$ cat src/txp_pkg.sv
//--------------------------------------------------
// transmit port constants and types
//--------------------------------------------------
package txp_pkg;

	// clock rates in kHz
	localparam int MCLK_KHZ = 250000;
	localparam int F100_KHZ = 25000;
	localparam int F10N_KHZ = 2500;
	localparam int F10S_KHZ = 10000;

	// transmit clock periods in mclk cycles
	localparam logic [6:0] PER_100 = 7'(MCLK_KHZ / F100_KHZ);
	localparam logic [6:0] PER_10N = 7'(MCLK_KHZ / F10N_KHZ);
	localparam logic [6:0] PER_10S = 7'(MCLK_KHZ / F10S_KHZ);

	// halt code group sent in place of an errored nibble
	localparam logic [4:0] HALT_CODE = 5'h04;

	// reset values
	localparam logic [6:0] CNT_RST  = 7'h00;
	localparam logic       TXC_RST  = 1'h0;

	typedef enum logic [2:0] {
		TXP_M100 = 3'b001,
		TXP_M10N = 3'b010,
		TXP_M10S = 3'b100
	} txp_mode_type;

	// transmit pins from the mac
	typedef struct packed {
		logic [3:0] txd;
		logic       en;
		logic       er;
	} txp_mii_type;

	// symbol handed to the coding logic
	typedef struct packed {
		logic       valid;
		logic       code_grp;
		logic       halt;
		logic [4:0] data;
	} txp_sym_type;

endpackage : txp_pkg
$ cat src/txp_mii_tx.sv
// How it works
// RULE1: 100 Mb/s mode drives 25 MHz transmit clock
// RULE2: 10 Mb/s nibble mode drives 2.5 MHz clock
// RULE3: 10 Mb/s serial mode drives 10 MHz clock
// RULE4: one nibble taken per transmit clock
// RULE5: serial mode uses bit zero, ignores others
// RULE6: nibble data valid only while enable high
// RULE7: serial bits taken only while enable high
// RULE8: error with enable sends halt in 100 mode
// RULE9: error input ignored in 10 Mb/s modes
// RULE10: bypass modes take error as fifth bit; the code does this in 100 Mb/s mode only
// RULE11: pins sampled at transmit clock rising edge
`timescale 1ns/1ps
module txp_mii_tx
	import txp_pkg::*;
(
	input  wire logic        mclk,                  // 250 MHz clock
	input  wire logic        rstn,                  // async reset
	input  wire logic        speed_100,             // 1 = 100 Mb/s
	input  wire logic        serial_10,             // 1 = 10 Mb/s serial
	input  wire logic        encoder_bypass_mode,   // 5b pass-through, 100 Mb/s only
	input  wire logic        alignment_bypass_mode, // 5b pass-through, 100 Mb/s only
	input  wire txp_mii_type mii_tx,                // mac transmit pins
	output logic             tx_clk,                // transmit clock pin
	output txp_sym_type      tx_sym                 // sampled symbol
);

	//--------------------------------------------------
	// helpers
	//--------------------------------------------------
	function automatic logic [6:0] mode_per(input txp_mode_type m);
		unique case (m)
			TXP_M100: mode_per = PER_100;
			TXP_M10N: mode_per = PER_10N;
			TXP_M10S: mode_per = PER_10S;
			default:  mode_per = PER_100;
		endcase
	endfunction : mode_per

	txp_mii_type  mii_s1_q;
	txp_mii_type  mii_s2_q;
	txp_mode_type mode_q;
	txp_mode_type mode_d;
	logic [6:0]   cnt_q;
	logic [6:0]   cnt_d;
	logic [6:0]   per;
	logic         rise;
	logic         bypass;
	logic         tx_clk_q;
	txp_sym_type  sym_q;
	txp_sym_type  sym_d;

	//--------------------------------------------------
	// pin synchroniser
	//--------------------------------------------------
	always_ff @(posedge mclk or negedge rstn) begin
		if (!rstn) begin
			mii_s1_q <= '0;
			mii_s2_q <= '0;
		end else begin
			mii_s1_q <= mii_tx;
			mii_s2_q <= mii_s1_q;
		end
	end

	//--------------------------------------------------
	// mode tracking
	//--------------------------------------------------
	always_comb begin
		if (speed_100)
			mode_d = TXP_M100;
		else if (serial_10)
			mode_d = TXP_M10S;
		else
			mode_d = TXP_M10N;
	end

	always_ff @(posedge mclk or negedge rstn) begin
		if (!rstn)
			mode_q <= TXP_M100;
		else
			mode_q <= mode_d;
	end

	//--------------------------------------------------
	// transmit clock divider
	//--------------------------------------------------
	assign per  = mode_per(mode_q);
	assign rise = (mode_d == mode_q) && (cnt_q == per - 7'h01);

	always_comb begin
		if (mode_d != mode_q || rise)
			cnt_d = CNT_RST; // restart on mode change
		else
			cnt_d = cnt_q + 7'h01;
	end

	always_ff @(posedge mclk or negedge rstn) begin
		if (!rstn)
			cnt_q <= CNT_RST;
		else
			cnt_q <= cnt_d;
	end

	// high for the first half of each period, rounded down for an odd per
	always_ff @(posedge mclk or negedge rstn) begin
		if (!rstn)
			tx_clk_q <= TXC_RST;
		else
			tx_clk_q <= (cnt_d < {1'b0, per[6:1]}); // RULE1 RULE2 RULE3
	end

	//--------------------------------------------------
	// symbol capture at the rising edge
	//--------------------------------------------------
	assign bypass = encoder_bypass_mode | alignment_bypass_mode;

	always_comb begin
		sym_d = '0;
		if (rise && mii_s2_q.en) begin // RULE4 RULE6 RULE7 RULE11
			sym_d.valid = 1'b1;
			unique case (mode_q)
				TXP_M100: begin
					if (bypass) begin
						sym_d.code_grp = 1'b1;
						sym_d.data     = {mii_s2_q.er, mii_s2_q.txd}; // RULE10
					end else if (mii_s2_q.er) begin
						sym_d.code_grp = 1'b1;
						sym_d.halt     = 1'b1;
						sym_d.data     = HALT_CODE; // RULE8
					end else begin
						sym_d.data = {1'b0, mii_s2_q.txd};
					end
				end
				TXP_M10N: sym_d.data = {1'b0, mii_s2_q.txd}; // RULE9
				TXP_M10S: sym_d.data = {4'h0, mii_s2_q.txd[0]}; // RULE5 RULE9
				default:  sym_d.data = '0;
			endcase
		end
	end

	always_ff @(posedge mclk or negedge rstn) begin
		if (!rstn)
			sym_q <= '0;
		else
			sym_q <= sym_d;
	end

	assign tx_clk = tx_clk_q;
	assign tx_sym = sym_q;

	//--------------------------------------------------
	// checks
	//--------------------------------------------------
	clk100_period_a: assert property (@(posedge mclk) disable iff (!rstn) // RULE1
		rise && mode_q == TXP_M100 |-> ##10 (rise || mode_q != TXP_M100))
		else $error("100 Mb/s transmit clock period wrong");

	clk10n_period_a: assert property (@(posedge mclk) disable iff (!rstn) // RULE2
		rise && mode_q == TXP_M10N |-> ##100 (rise || mode_q != TXP_M10N))
		else $error("10 Mb/s nibble transmit clock period wrong");

	clk10s_period_a: assert property (@(posedge mclk) disable iff (!rstn) // RULE3
		rise && mode_q == TXP_M10S |-> ##25 (rise || mode_q != TXP_M10S))
		else $error("10 Mb/s serial transmit clock period wrong");

	one_per_clk_a: assert property (@(posedge mclk) disable iff (!rstn) // RULE4
		sym_q.valid |-> $past(rise))
		else $error("symbol taken away from a clock rising edge");

	serial_bit0_a: assert property (@(posedge mclk) disable iff (!rstn) // RULE5
		sym_q.valid && $past(mode_q) == TXP_M10S
		|-> sym_q.data == {4'h0, $past(mii_s2_q.txd[0])})
		else $error("serial data not from bit zero alone");

	enable_gate_a: assert property (@(posedge mclk) disable iff (!rstn) // RULE6
		rise && !mii_s2_q.en |=> !sym_q.valid)
		else $error("symbol taken while enable low");

	serial_take_a: assert property (@(posedge mclk) disable iff (!rstn) // RULE7
		rise && mii_s2_q.en && mode_q == TXP_M10S |=> sym_q.valid)
		else $error("serial bit dropped while enable high");

	halt_subst_a: assert property (@(posedge mclk) disable iff (!rstn) // RULE8
		rise && mode_q == TXP_M100 && mii_s2_q.en && mii_s2_q.er && !bypass
		|=> sym_q.halt && sym_q.data == HALT_CODE)
		else $error("halt code not substituted");

	err_ignored_a: assert property (@(posedge mclk) disable iff (!rstn) // RULE9
		sym_q.valid && $past(mode_q) != TXP_M100
		|-> !sym_q.halt && !sym_q.code_grp && !sym_q.data[4])
		else $error("error input affected 10 Mb/s data");

	bypass_fifth_a: assert property (@(posedge mclk) disable iff (!rstn) // RULE10
		rise && mode_q == TXP_M100 && mii_s2_q.en && bypass
		|=> sym_q.code_grp && sym_q.data[4] == $past(mii_s2_q.er))
		else $error("bypass fifth bit not taken from error input");

	clk_edge_a: assert property (@(posedge mclk) disable iff (!rstn) // RULE11
		rise |=> tx_clk_q && !$past(tx_clk_q))
		else $error("sample not aligned to transmit clock rise");

	cnt_range_a: assert property (@(posedge mclk) disable iff (!rstn) // RULE1
		cnt_q < per)
		else $error("divider count beyond its period");

	clk_low_pre_a: assert property (@(posedge mclk) disable iff (!rstn) // RULE11
		rise |-> !tx_clk_q)
		else $error("transmit clock high before its rising edge");

	mode_restart_a: assert property (@(posedge mclk) disable iff (!rstn) // RULE4
		mode_d != mode_q |=> cnt_q == CNT_RST && !sym_q.valid)
		else $error("divider not restarted on mode change");

	idle_sym_a: assert property (@(posedge mclk) disable iff (!rstn) // RULE6
		!sym_q.valid |-> sym_q == '0)
		else $error("stale symbol fields while not valid");

	halt_form_a: assert property (@(posedge mclk) disable iff (!rstn) // RULE8
		sym_q.halt |-> sym_q.code_grp && sym_q.data == HALT_CODE)
		else $error("halt flag without halt code group");

endmodule : txp_mii_tx

$ cat config.mk
export PLATFORM = sky130hd
export DESIGN_NAME = txp_mii_tx
export DESIGN_NICKNAME = d
export VERILOG_FILES = /design/src/txp_pkg.sv /design/src/txp_mii_tx.sv
export SDC_FILE = /design/constraint.sdc
export NUM_CORES = 1
export LEC_CHECK = 0
export BUFFER_PORTS_ARGS = -buffer_cell sky130_fd_sc_hd__buf_2
export CAP_MARGIN = 10
export CORE_ASPECT_RATIO = 0.75
export CORE_MARGIN = 2
export CORE_UTILIZATION = 31
export DETAILED_ROUTE_END_ITERATION = 8
export SLEW_MARGIN = 20
export SYNTH_ARGS = -nofsm -noshare
export SYNTH_HDL_FRONTEND = slang
export SYNTH_SLANG_ARGS = --single-unit
$ cat constraint.sdc
create_clock -name mclk -period 3.1 [get_ports mclk]
set_input_delay 0.31 -clock mclk [delete_from_list [all_inputs] [get_ports mclk]]
set_output_delay 0.31 -clock mclk [all_outputs]
set_load 0.005 [all_outputs]
==> impl_metrics.tcl, run 1 <==
set metrics [dict create \
    htree_num_levels 2 \
    fin_tns_setup_ns 0 \
    tritoncts "built" \
    slowest_stage "or3b_1" \
    fillCellCount 371 \
    fin_crit_ns 2.79 \
    synth-edff-count 0 \
    muxShareOfSynthArea 0.0152 \
    synthArstFlopShare 1.00 \
    worst_slack_ns 0.307 \
    fin_crit_sh 0.901 \
    clk_pin_slew_ns 0.07 \
    preCtsSetupSlack_ns 0.219 \
    die_x_um 79.4 \
    start_util 0.324 \
    synth_cell_types 37 \
    synth_ff_type "dfrtp_1" \
    cp-end-kind "register" \
    dp_cells 179 \
    drt-pass1-iter-count 4 \
    instances_no_fill 187 \
    synth_nets 124 \
    dp_hpwl_um 1630 \
    dieArea_mm2 0.00480 \
    max_slew_margin 0.563 \
    rrSetupSlack_ns 0.31 \
    yosysWarnings 0 \
    synth-seq-cells 31 \
    multi_input_area_um2 524 \
    p_leak_nw 0.751 \
    synth_adder_area_share 0.0569 \
    io_buffers 20 \
    cp_cell_sequence "or3b_1 > mux2i_1 > o32ai_4 > nor2_1 > ha_1 > a21oi_1 > nor2_1 > a2111oi_0 > o21a_1" \
    drt-total-wl_um 2280 \
    grt-ovfl-total 0 \
    synth-simple-area-share 0.201 \
    grt_pass1_vias 812 \
    placed_cell_area_mm2 0.00147 \
    wl_per_cell_um 12.2 \
    cts_setup_buffers 0 \
    fp.coreArea_mm2 0.00408 \
    r2r_start "mode_q[2]$_DFF_PN0_" \
    avgSynthCellArea_um2 12.5 \
    finalPower_uw 879 \
    grt_usage 0.108 \
    hold_viol 0 \
    final_layout_size_suffix_gt1_frac 0.273 \
    grt_setup_unrepaired "false" \
    fin_nets 149 \
    vias 867 \
    fp.dieH_um 60.5 \
    cp_max_fo 8 \
    via_per_inst 4.64 \
    ys_seq_area_frac 0.589 \
    critPathBufInv 0 \
    ant_nets 0 \
    syn_inst 106 \
    grt_pass1_wl_um 3800 \
    gp_congestion 0.791 \
    yosysTopAreaCellShare 0.569 \
    rows 20 \
    whs_ns 0.0490 \
    diodes 0 \
    max_stage_delay_ns 0.49 \
    area_delta_synth_final_pct 21.1 \
    io_pins 21 \
    yosys.area.top_type "dfrtp_1" \
    synth_top_family_by_area "simple AND/OR/NAND/NOR gates" \
    cp.required_ns 3.33 \
    seqCellArea_um2 777 \
    root_buffer "clkbuf_8" \
    fin_area_mm2 0.00160 \
    synthTopCellsByCount "dfrtp_1 (30), nor2_1 (11), nor3_1 (8)" \
    fin_skew_ns 0.00709 \
    antenna_found_initial 0 \
    route.detailed.drc 0 \
    worstMarginPinSlew_ns 0.655 \
    ys_top_cells_by_area "dfrtp_1 (57%), ha_1 (5.7%), nor2_1 (3.1%)" \
    max-vdd-ir-drop_uv 202 \
    slew_viol_final 0 \
    first_iter_violations 21 \
    yosysMostFrequentCell "dfrtp_1" \
    timing.fmax_mhz 358 \
    clockBufferDepth 2 \
    synth-xor-area-share 0.0265 \
    startpoint_type "register" \
    reg2reg_depth 9 \
    path_delay_family "compound AO/OA/AOI/OAI gates" \
    synth_compound_area_frac 0.0891 \
    reg2reg_to "tx_clk$_DFF_PN0_" \
    arrival_ns 3.02 \
    syn_area_mm2 0.00132 \
    criticalPathCategory "register to register" \
    drv_cap 0 \
    final_util 0.392 \
    cts_made_buffers 5 \
    crit_top_cell "nor2_1" \
    hp-class "input pin to asynchronous set/reset pin" \
    grt_max_degree 32 \
    status "completed" \
    clkSinkCount 31 \
    p_per_area_mw_per_mm2 549 \
    clkLatencyLatePin_ns 0.28 \
    setup_viol 0 \
]
==> report_power, final <==
| group | leakage [nW] | internal [mW] | switching [mW] | total (mW) |
|---|---|---|---|---|
| Clock | 0.0612 | 0.260 | 0.148 | 0.408 |
| Sequential | 0.394 | 0.417 | 0.00732 | 0.424 |
| Combinational | 0.296 | 0.0181 | 0.0284 | 0.0465 |
| Total | 0.751 | 0.694 | 0.184 | 0.879 |
==> layer usage <==
metal | vias up | share of wire | GRT usage
met4 | 0 | 0.020 | 0.0739
met3 | 5 | 0.064 | 0.0417
met5 | - | 0 | 0
met1 | 415 | 0.47 | 0.139
met2 | 21 | 0.44 | 0.151
li1 | 426 | - | -
==> cell type report <==
type,count,share of cell area
clock inverter,2,0.0219
timing repair buffer,20,0.0626
tap,55,0.0430
clock buffer,6,0.0516
inverter,3,0.00704
multi-input combinational,70,0.328
sequential,31,0.486
==> worst max-delay path by stage <==
stage	startpoint	to	cells past startpoint	slack, ns
after CTS	mode_q[2]$_DFF_PN0_	tx_clk$_DFF_PN0_	9	0.19
after floorplan	mode_q[2]$_DFF_PN0_	tx_clk$_DFF_PN0_	9	0.47
after detailed placement	mode_q[2]$_DFF_PN0_	tx_clk$_DFF_PN0_	9	0.22
final	mode_q[2]$_DFF_PN0_	tx_clk$_DFF_PN0_	9	0.31
after global placement	mode_q[2]$_DFF_PN0_	tx_clk$_DFF_PN0_	8	0.29
after global routing	mode_q[2]$_DFF_PN0_	tx_clk$_DFF_PN0_	9	0.12
==> repair_timing <==
action,4_1_cts,5_1_grt
setup endpoints to repair,0,1
hold buffers,0,0
gates resized for setup,0,1
==> cells in the final DEF, fill, tap and decap left out <==
master	count
a2111oi_0	1
nor4b_1	1
and4b_1	1
nor3b_4	1
o21ai_0	2
buf_2	20
a21o_1	1
o21ai_2	1
nor3_1	8
or3_1	1
nor2b_1	1
mux2i_1	2
bufinv_16	1
a21oi_1	2
dfstp_2	1
ha_1	6
xor2_1	2
and2b_1	2
xnor2_1	2
o32ai_4	1
clkinv_2	1
nor3b_1	1
clkbuf_8	6
nor3b_2	1
dfrtp_1	30
a21o_2	1
nand3b_1	1
nor2_1	11
a211oi_1	2
inv_1	3
o21ba_1	1
or3b_2	1
or4b_1	1
nand3_1	4
or3b_1	1
o21a_1	2
o31ai_1	1
nor4_4	1
nand2_1	6
==> registers in the layout, summed over array words and instances (netlist names) <==
signal and flops:
tx_sym 8, mode_q 3, tx_clk 1, mii_s1_q 6, mii_s2_q 6, cnt_q 7
==> cell families after synthesis <==
kind of cell,count (synthesis)
AO/OA/AOI/OAI,15
XOR/XNOR,4
adder cells (fa/ha/maj),6
buffers and inverters,5
flip-flops,31
multiplexers,2
AND/OR/NAND/NOR,43
No activity file was read; power rests on OpenSTA's default activity.
==> run 2, diff against run 1 <==
--- a/config.mk
+++ b/config.mk
@@ -11,6 +11,7 @@
 export CORE_MARGIN = 2
 export CORE_UTILIZATION = 31
 export DETAILED_ROUTE_END_ITERATION = 8
+export RECOVER_POWER = 50
 export SLEW_MARGIN = 20
 export SYNTH_ARGS = -nofsm -noshare
 export SYNTH_HDL_FRONTEND = slang
==> constraint.sdc (replaced) <==
create_clock -name mclk -period 2.5 [get_ports mclk]
set_input_delay 0.25 -clock mclk [delete_from_list [all_inputs] [get_ports mclk]]
set_output_delay 0.25 -clock mclk [all_outputs]
set_load 0.005 [all_outputs]
==> impl_metrics.tcl, run 2 (synthesized netlist as in run 1, its figures left out) <==
set metrics [dict create \
    status "complete, but fails checks" \
    violations "max-capacitance violations, max-slew violations" \
    grt_usage 0.128 \
    grt-ovfl-total 0 \
    fp.dieH_um 60.5 \
    p_leak_nw 0.797 \
    clkLatencyLatePin_ns 0.28 \
    route.detailed.drc 0 \
    worst_slack_ns 0.0353 \
    setup_viol 0 \
    drv_cap 1 \
    final_layout_size_suffix_gt1_frac 0.444 \
    timing.fmax_mhz 406 \
    slew_viol_final 32 \
    rows 20 \
    instances_no_fill 197 \
    antenna_found_initial 0 \
    cp_max_fo 6 \
    max-vdd-ir-drop_uv 238 \
    fp.coreArea_mm2 0.00408 \
    diodes 0 \
    vias 939 \
    dp_cells 187 \
    cts_made_buffers 5 \
    hp-class "input pin to register" \
    grt_setup_unrepaired "true" \
    fin_area_mm2 0.00178 \
    via_per_inst 4.77 \
    p_per_area_mw_per_mm2 561 \
    final_cell_mix "dfrtp_1 (30), buf_2 (18), buf_4 (9)" \
    fin_crit_ns 2.46 \
    grt_pass1_wl_um 4430 \
    hold_viol 0 \
    htree_num_levels 2 \
    drt-pass1-iter-count 4 \
    ant_nets 0 \
    start_util 0.324 \
    area_delta_synth_final_pct 34.6 \
    whs_ns 0.0740 \
    cts_hold_buf 0 \
    clkSinkCount 31 \
    arrival_ns 2.68 \
    fin_skew_ns 0.00367 \
    criticalPathCategory "register to register" \
    root_buffer "clkbuf_8" \
    dieArea_mm2 0.00480 \
    first_iter_violations 24 \
    worstMarginPinSlew_ns 1.63 \
    layout_commonest_cell "dfrtp_1" \
    gp_congestion 0.830 \
    io_pins 21 \
    grt_max_degree 32 \
    placed_cell_area_mm2 0.00154 \
    fin_crit_sh 0.986 \
    max_slew_margin -0.0837 \
    preCtsSetupSlack_ns -0.0605 \
    fin_nets 160 \
    cp-end-kind "register" \
    die_x_um 79.4 \
    clk_pin_slew_ns 0.06 \
    dp_hpwl_um 1890 \
    startpoint_type "register" \
    grt_pass1_vias 925 \
    drt-total-wl_um 2770 \
    largest_register_ff_count 8 \
    cp.required_ns 2.72 \
    io_buffers 20 \
    wl_per_cell_um 14.1 \
    clockBufferDepth 2 \
    tritoncts "built" \
]
-- run 2: cell types whose count changed in the layout (fill, tap and decap cells not counted), moves of 2 or more --
cell,previous run,this run
nor2_1,11,6
mux2i_1,2,0
buf_4,0,9
ha_4,0,4
ha_1,6,2
buf_2,20,18
nor2_4,0,3
clkbuf_1,0,3
nor2_2,0,2
mux2i_2,0,2
-- run 2: worst paths after layout --
path / startpoint / to / slack [ns] / cells after the start
setup / recovery: mode_q[1]$_DFF_PN0_ / tx_clk$_DFF_PN0_ / 0.04 / 10
hold / removal: mii_tx[0] / mii_s1_q[0]$_DFF_PN0_ / 0.07 / 1
setup reg to reg: mode_q[1]$_DFF_PN0_ / tx_clk$_DFF_PN0_ / 0.04 / 10
hold reg to reg: mii_s1_q[0]$_DFF_PN0_ / mii_s2_q[0]$_DFF_PN0_ / 0.35 / 0
max in group asynchronous: rstn / mii_s1_q[3]$_DFF_PN0_ / 1.18 / 1
min in group asynchronous: rstn / mode_q[2]$_DFF_PN0_ / 0.38 / 1
-- run 2: stage by stage --
stage          utilization  setup TNS, ns  power, mW
2_1_floorplan            -              0      0.565
3_3_place_gp         0.378       -0.00825      0.600
3_5_place_dp         0.378        -0.0605      0.603
4_1_cts              0.416              0       1.00
5_1_grt              0.436        -0.0844       1.05
6_report             0.436              0      0.997
-- run 2: routing by layer --
layer  vias up  routed length, um  GRT usage  share of wire
met4         0                 53     0.0813          0.019
met2        27               1270      0.188           0.46
met1       461               1280      0.164           0.46
met5         -                  0          0              0
met3         7                164     0.0432          0.059
li1        444                  -          -              -
-- run 2: repair_timing --
action,4_1_cts,5_1_grt
setup buffers,2,1
setup endpoints to repair,1,1
pin swaps,2,6
resized for setup,10,14
-- run 2: area by class of cell --
| type | instances | area, um^2 |
|---|---|---|
| multi-input combinational | 70 | 652 |
| clock buffer | 6 | 82.6 |
| timing repair buffer | 31 | 180 |
| clock inverter | 1 | 5.00 |
| inverter | 3 | 11.3 |
| sequential | 31 | 777 |
| tap | 55 | 68.8 |
| fill | 373 | 2300 |
-- run 2: critical path, stage by stage (launching register included) --
cell       delay [ns]
dfrtp_1          0.40
or3b_4           0.44
mux2i_2          0.18
o32ai_2          0.23
buf_6            0.19
nor2_2           0.06
ha_1             0.30
nand2_2          0.10
a211oi_2         0.05
a2111oi_2        0.28
o21a_1           0.16
-- run 2: report_power, final --
part           internal (mW)  switching (mW)  total [mW]
Combinational         0.0367          0.0480      0.0847
Clock                  0.215           0.170       0.385
Sequential             0.517         0.00979       0.527
Total                  0.769           0.228       0.997
==> run 3, diff against run 2 <==
--- a/config.mk
+++ b/config.mk
@@ -12,6 +12,7 @@
 export CORE_UTILIZATION = 31
 export DETAILED_ROUTE_END_ITERATION = 8
 export RECOVER_POWER = 50
+export SETUP_SLACK_MARGIN = 0.05
 export SLEW_MARGIN = 20
 export SYNTH_ARGS = -nofsm -noshare
 export SYNTH_HDL_FRONTEND = slang
==> impl_metrics.tcl, run 3 (synthesized netlist as in run 1, its figures left out) <==
set metrics [dict create \
    status "complete, but fails checks" \
    violations "max-capacitance violations, max-slew violations, negative setup slack" \
    worstMarginPinSlew_ns 1.56 \
    drv_cap 1 \
    antenna_found_initial 0 \
    arrival_ns 2.74 \
    grt_max_degree 32 \
    gp_congestion 0.767 \
    fin_skew_ns 0.00631 \
    path_depth 10 \
    dp_hpwl_um 1820 \
    dieArea_mm2 0.00480 \
    die_x_um 79.4 \
    cts_made_buffers 5 \
    hold_viol 0 \
    root_buffer "clkbuf_8" \
    via_per_inst 4.53 \
    r2r_start "mode_q[1]$_DFF_PN0_" \
    path_delay_family "compound AO/OA/AOI/OAI gates" \
    final_layout_size_suffix_gt1_frac 0.487 \
    hp-class "input pin to register" \
    dp_cells 190 \
    reg2reg_to "tx_clk$_DFF_PN0_" \
    io_pins 21 \
    cp-endpoint "tx_clk$_DFF_PN0_" \
    reg2reg_depth 10 \
    p_leak_nw 0.866 \
    criticalPathCategory "register to register" \
    clkSinkCount 31 \
    grt_setup_unrepaired "true" \
    grt_usage 0.127 \
    layout_commonest_cell "dfrtp_1" \
    placed_cell_area_mm2 0.00158 \
    htree_num_levels 2 \
    clk_pin_slew_ns 0.06 \
    startpoint_type "register" \
    setup_viol 1 \
    drt-total-wl_um 2600 \
    grt_pass1_wl_um 4600 \
    ant_nets 0 \
    cp_max_fo 5 \
    fp.dieH_um 60.5 \
    timing.fmax_mhz 397 \
    first_iter_violations 36 \
    wl_per_cell_um 12.6 \
    final_cell_mix "dfrtp_1 (30), buf_2 (18), buf_4 (16)" \
    worstHoldStart "mii_tx[2]" \
    p_per_area_mw_per_mm2 578 \
    fp.coreArea_mm2 0.00408 \
    vias 938 \
    cp.required_ns 2.72 \
    largest_register_ff_count 8 \
    slowest_stage "or3b_4" \
    instances_no_fill 207 \
    cp-end-kind "register" \
    drt-pass1-iter-count 4 \
    startpoint "mode_q[1]$_DFF_PN0_" \
    top_layer "met4" \
    area_delta_synth_final_pct 46.2 \
    io_buffers 20 \
    tritoncts "built" \
    route.detailed.drc 0 \
    grt_pass1_vias 997 \
    clkLatencyLatePin_ns 0.28 \
    clockBufferDepth 2 \
    rows 20 \
    fin_crit_sh 1.01 \
    start_util 0.324 \
    wl_met2_um 1250 \
    grt-ovfl-total 0 \
    fin_area_mm2 0.00193 \
    met3WireLength_um 136 \
    fin_crit_ns 2.52 \
    holdPathStages 1 \
    cp_cell_sequence "or3b_4 > mux2i_4 > o32ai_4 > buf_6 > nor2_4 > ha_4 > nand2_2 > a211oi_4 > a2111oi_4 > o21a_1" \
    met1Wirelength_um 1200 \
    max_stage_delay_ns 0.43 \
    fin_nets 169 \
    diodes 0 \
    slew_viol_final 32 \
    rrSetupSlack_ns -0.02 \
    max-vdd-ir-drop_uv 438 \
    max_slew_margin -0.0421 \
    worst_slack_ns -0.0193 \
    critPathBufInv 1 \
]
run 3: per-stage QoR:
step	setup slack, ns	total power [mW]	hold slack (ns)	TNS (ns)	utilization
floorplan	0.0709	0.568	-0.0456	0	-
global placement	-0.0199	0.601	0.315	-0.0199	0.387
detailed placement	-0.121	0.604	0.325	-0.121	0.387
CTS	-0.0363	1.12	0.0250	-0.0363	0.448
global route	-0.131	1.17	0.0605	-0.131	0.473
finish	-0.0193	1.12	0.0778	-0.0193	0.473
run 3: what timing repair did:
action	4_1_cts	5_1_grt
hold buffers	0	0
gates resized for setup	17	13
setup buffers	4	5
pin swaps	10	9
setup endpoints to repair	1	1
run 3: worst min path at each step:
stage	endpoint	slack [ns]
final	mii_s1_q[2]$_DFF_PN0_	0.08
after global routing	mii_s1_q[1]$_DFF_PN0_	0.06
after CTS	tx_clk$_DFF_PN0_	0.03
after detailed placement	tx_clk$_DFF_PN0_	0.32
after global placement	tx_clk$_DFF_PN0_	0.31
after floorplan	cnt_q[0]$_DFF_PN0_	-0.05
run 3: worst register-to-register path, stage by stage, from the launching register on:
cell and delay (ns):
dfrtp_1 0.39, or3b_4 0.43, mux2i_4 0.21, o32ai_4 0.28, buf_6 0.20, nor2_4 0.05
ha_4 0.25, nand2_2 0.09, a211oi_4 0.06, a2111oi_4 0.34, o21a_1 0.17
run 3: where the power goes:
group	leakage [nW]	switching, mW	internal, mW
logic	0.411	0.0515	0.0450
registers	0.394	0.00752	0.517
clock network	0.0612	0.173	0.322
run 3: final cells by class:
type | count | area, um^2
multi-input cells | 70 | 699
well taps | 55 | 68.8
clock buffers | 6 | 82.6
inverters | 3 | 11.3
flip-flops and latches | 31 | 777
repair buffers | 40 | 255
clock inverters | 2 | 35.0
fillers | 354 | 2150
run 3: layer usage:
layer | vias up | track usage
li1 | 464 | -
met5 | - | 0
met3 | 2 | 0.0491
met2 | 23 | 0.205
met4 | 0 | 0.0468
met1 | 449 | 0.160
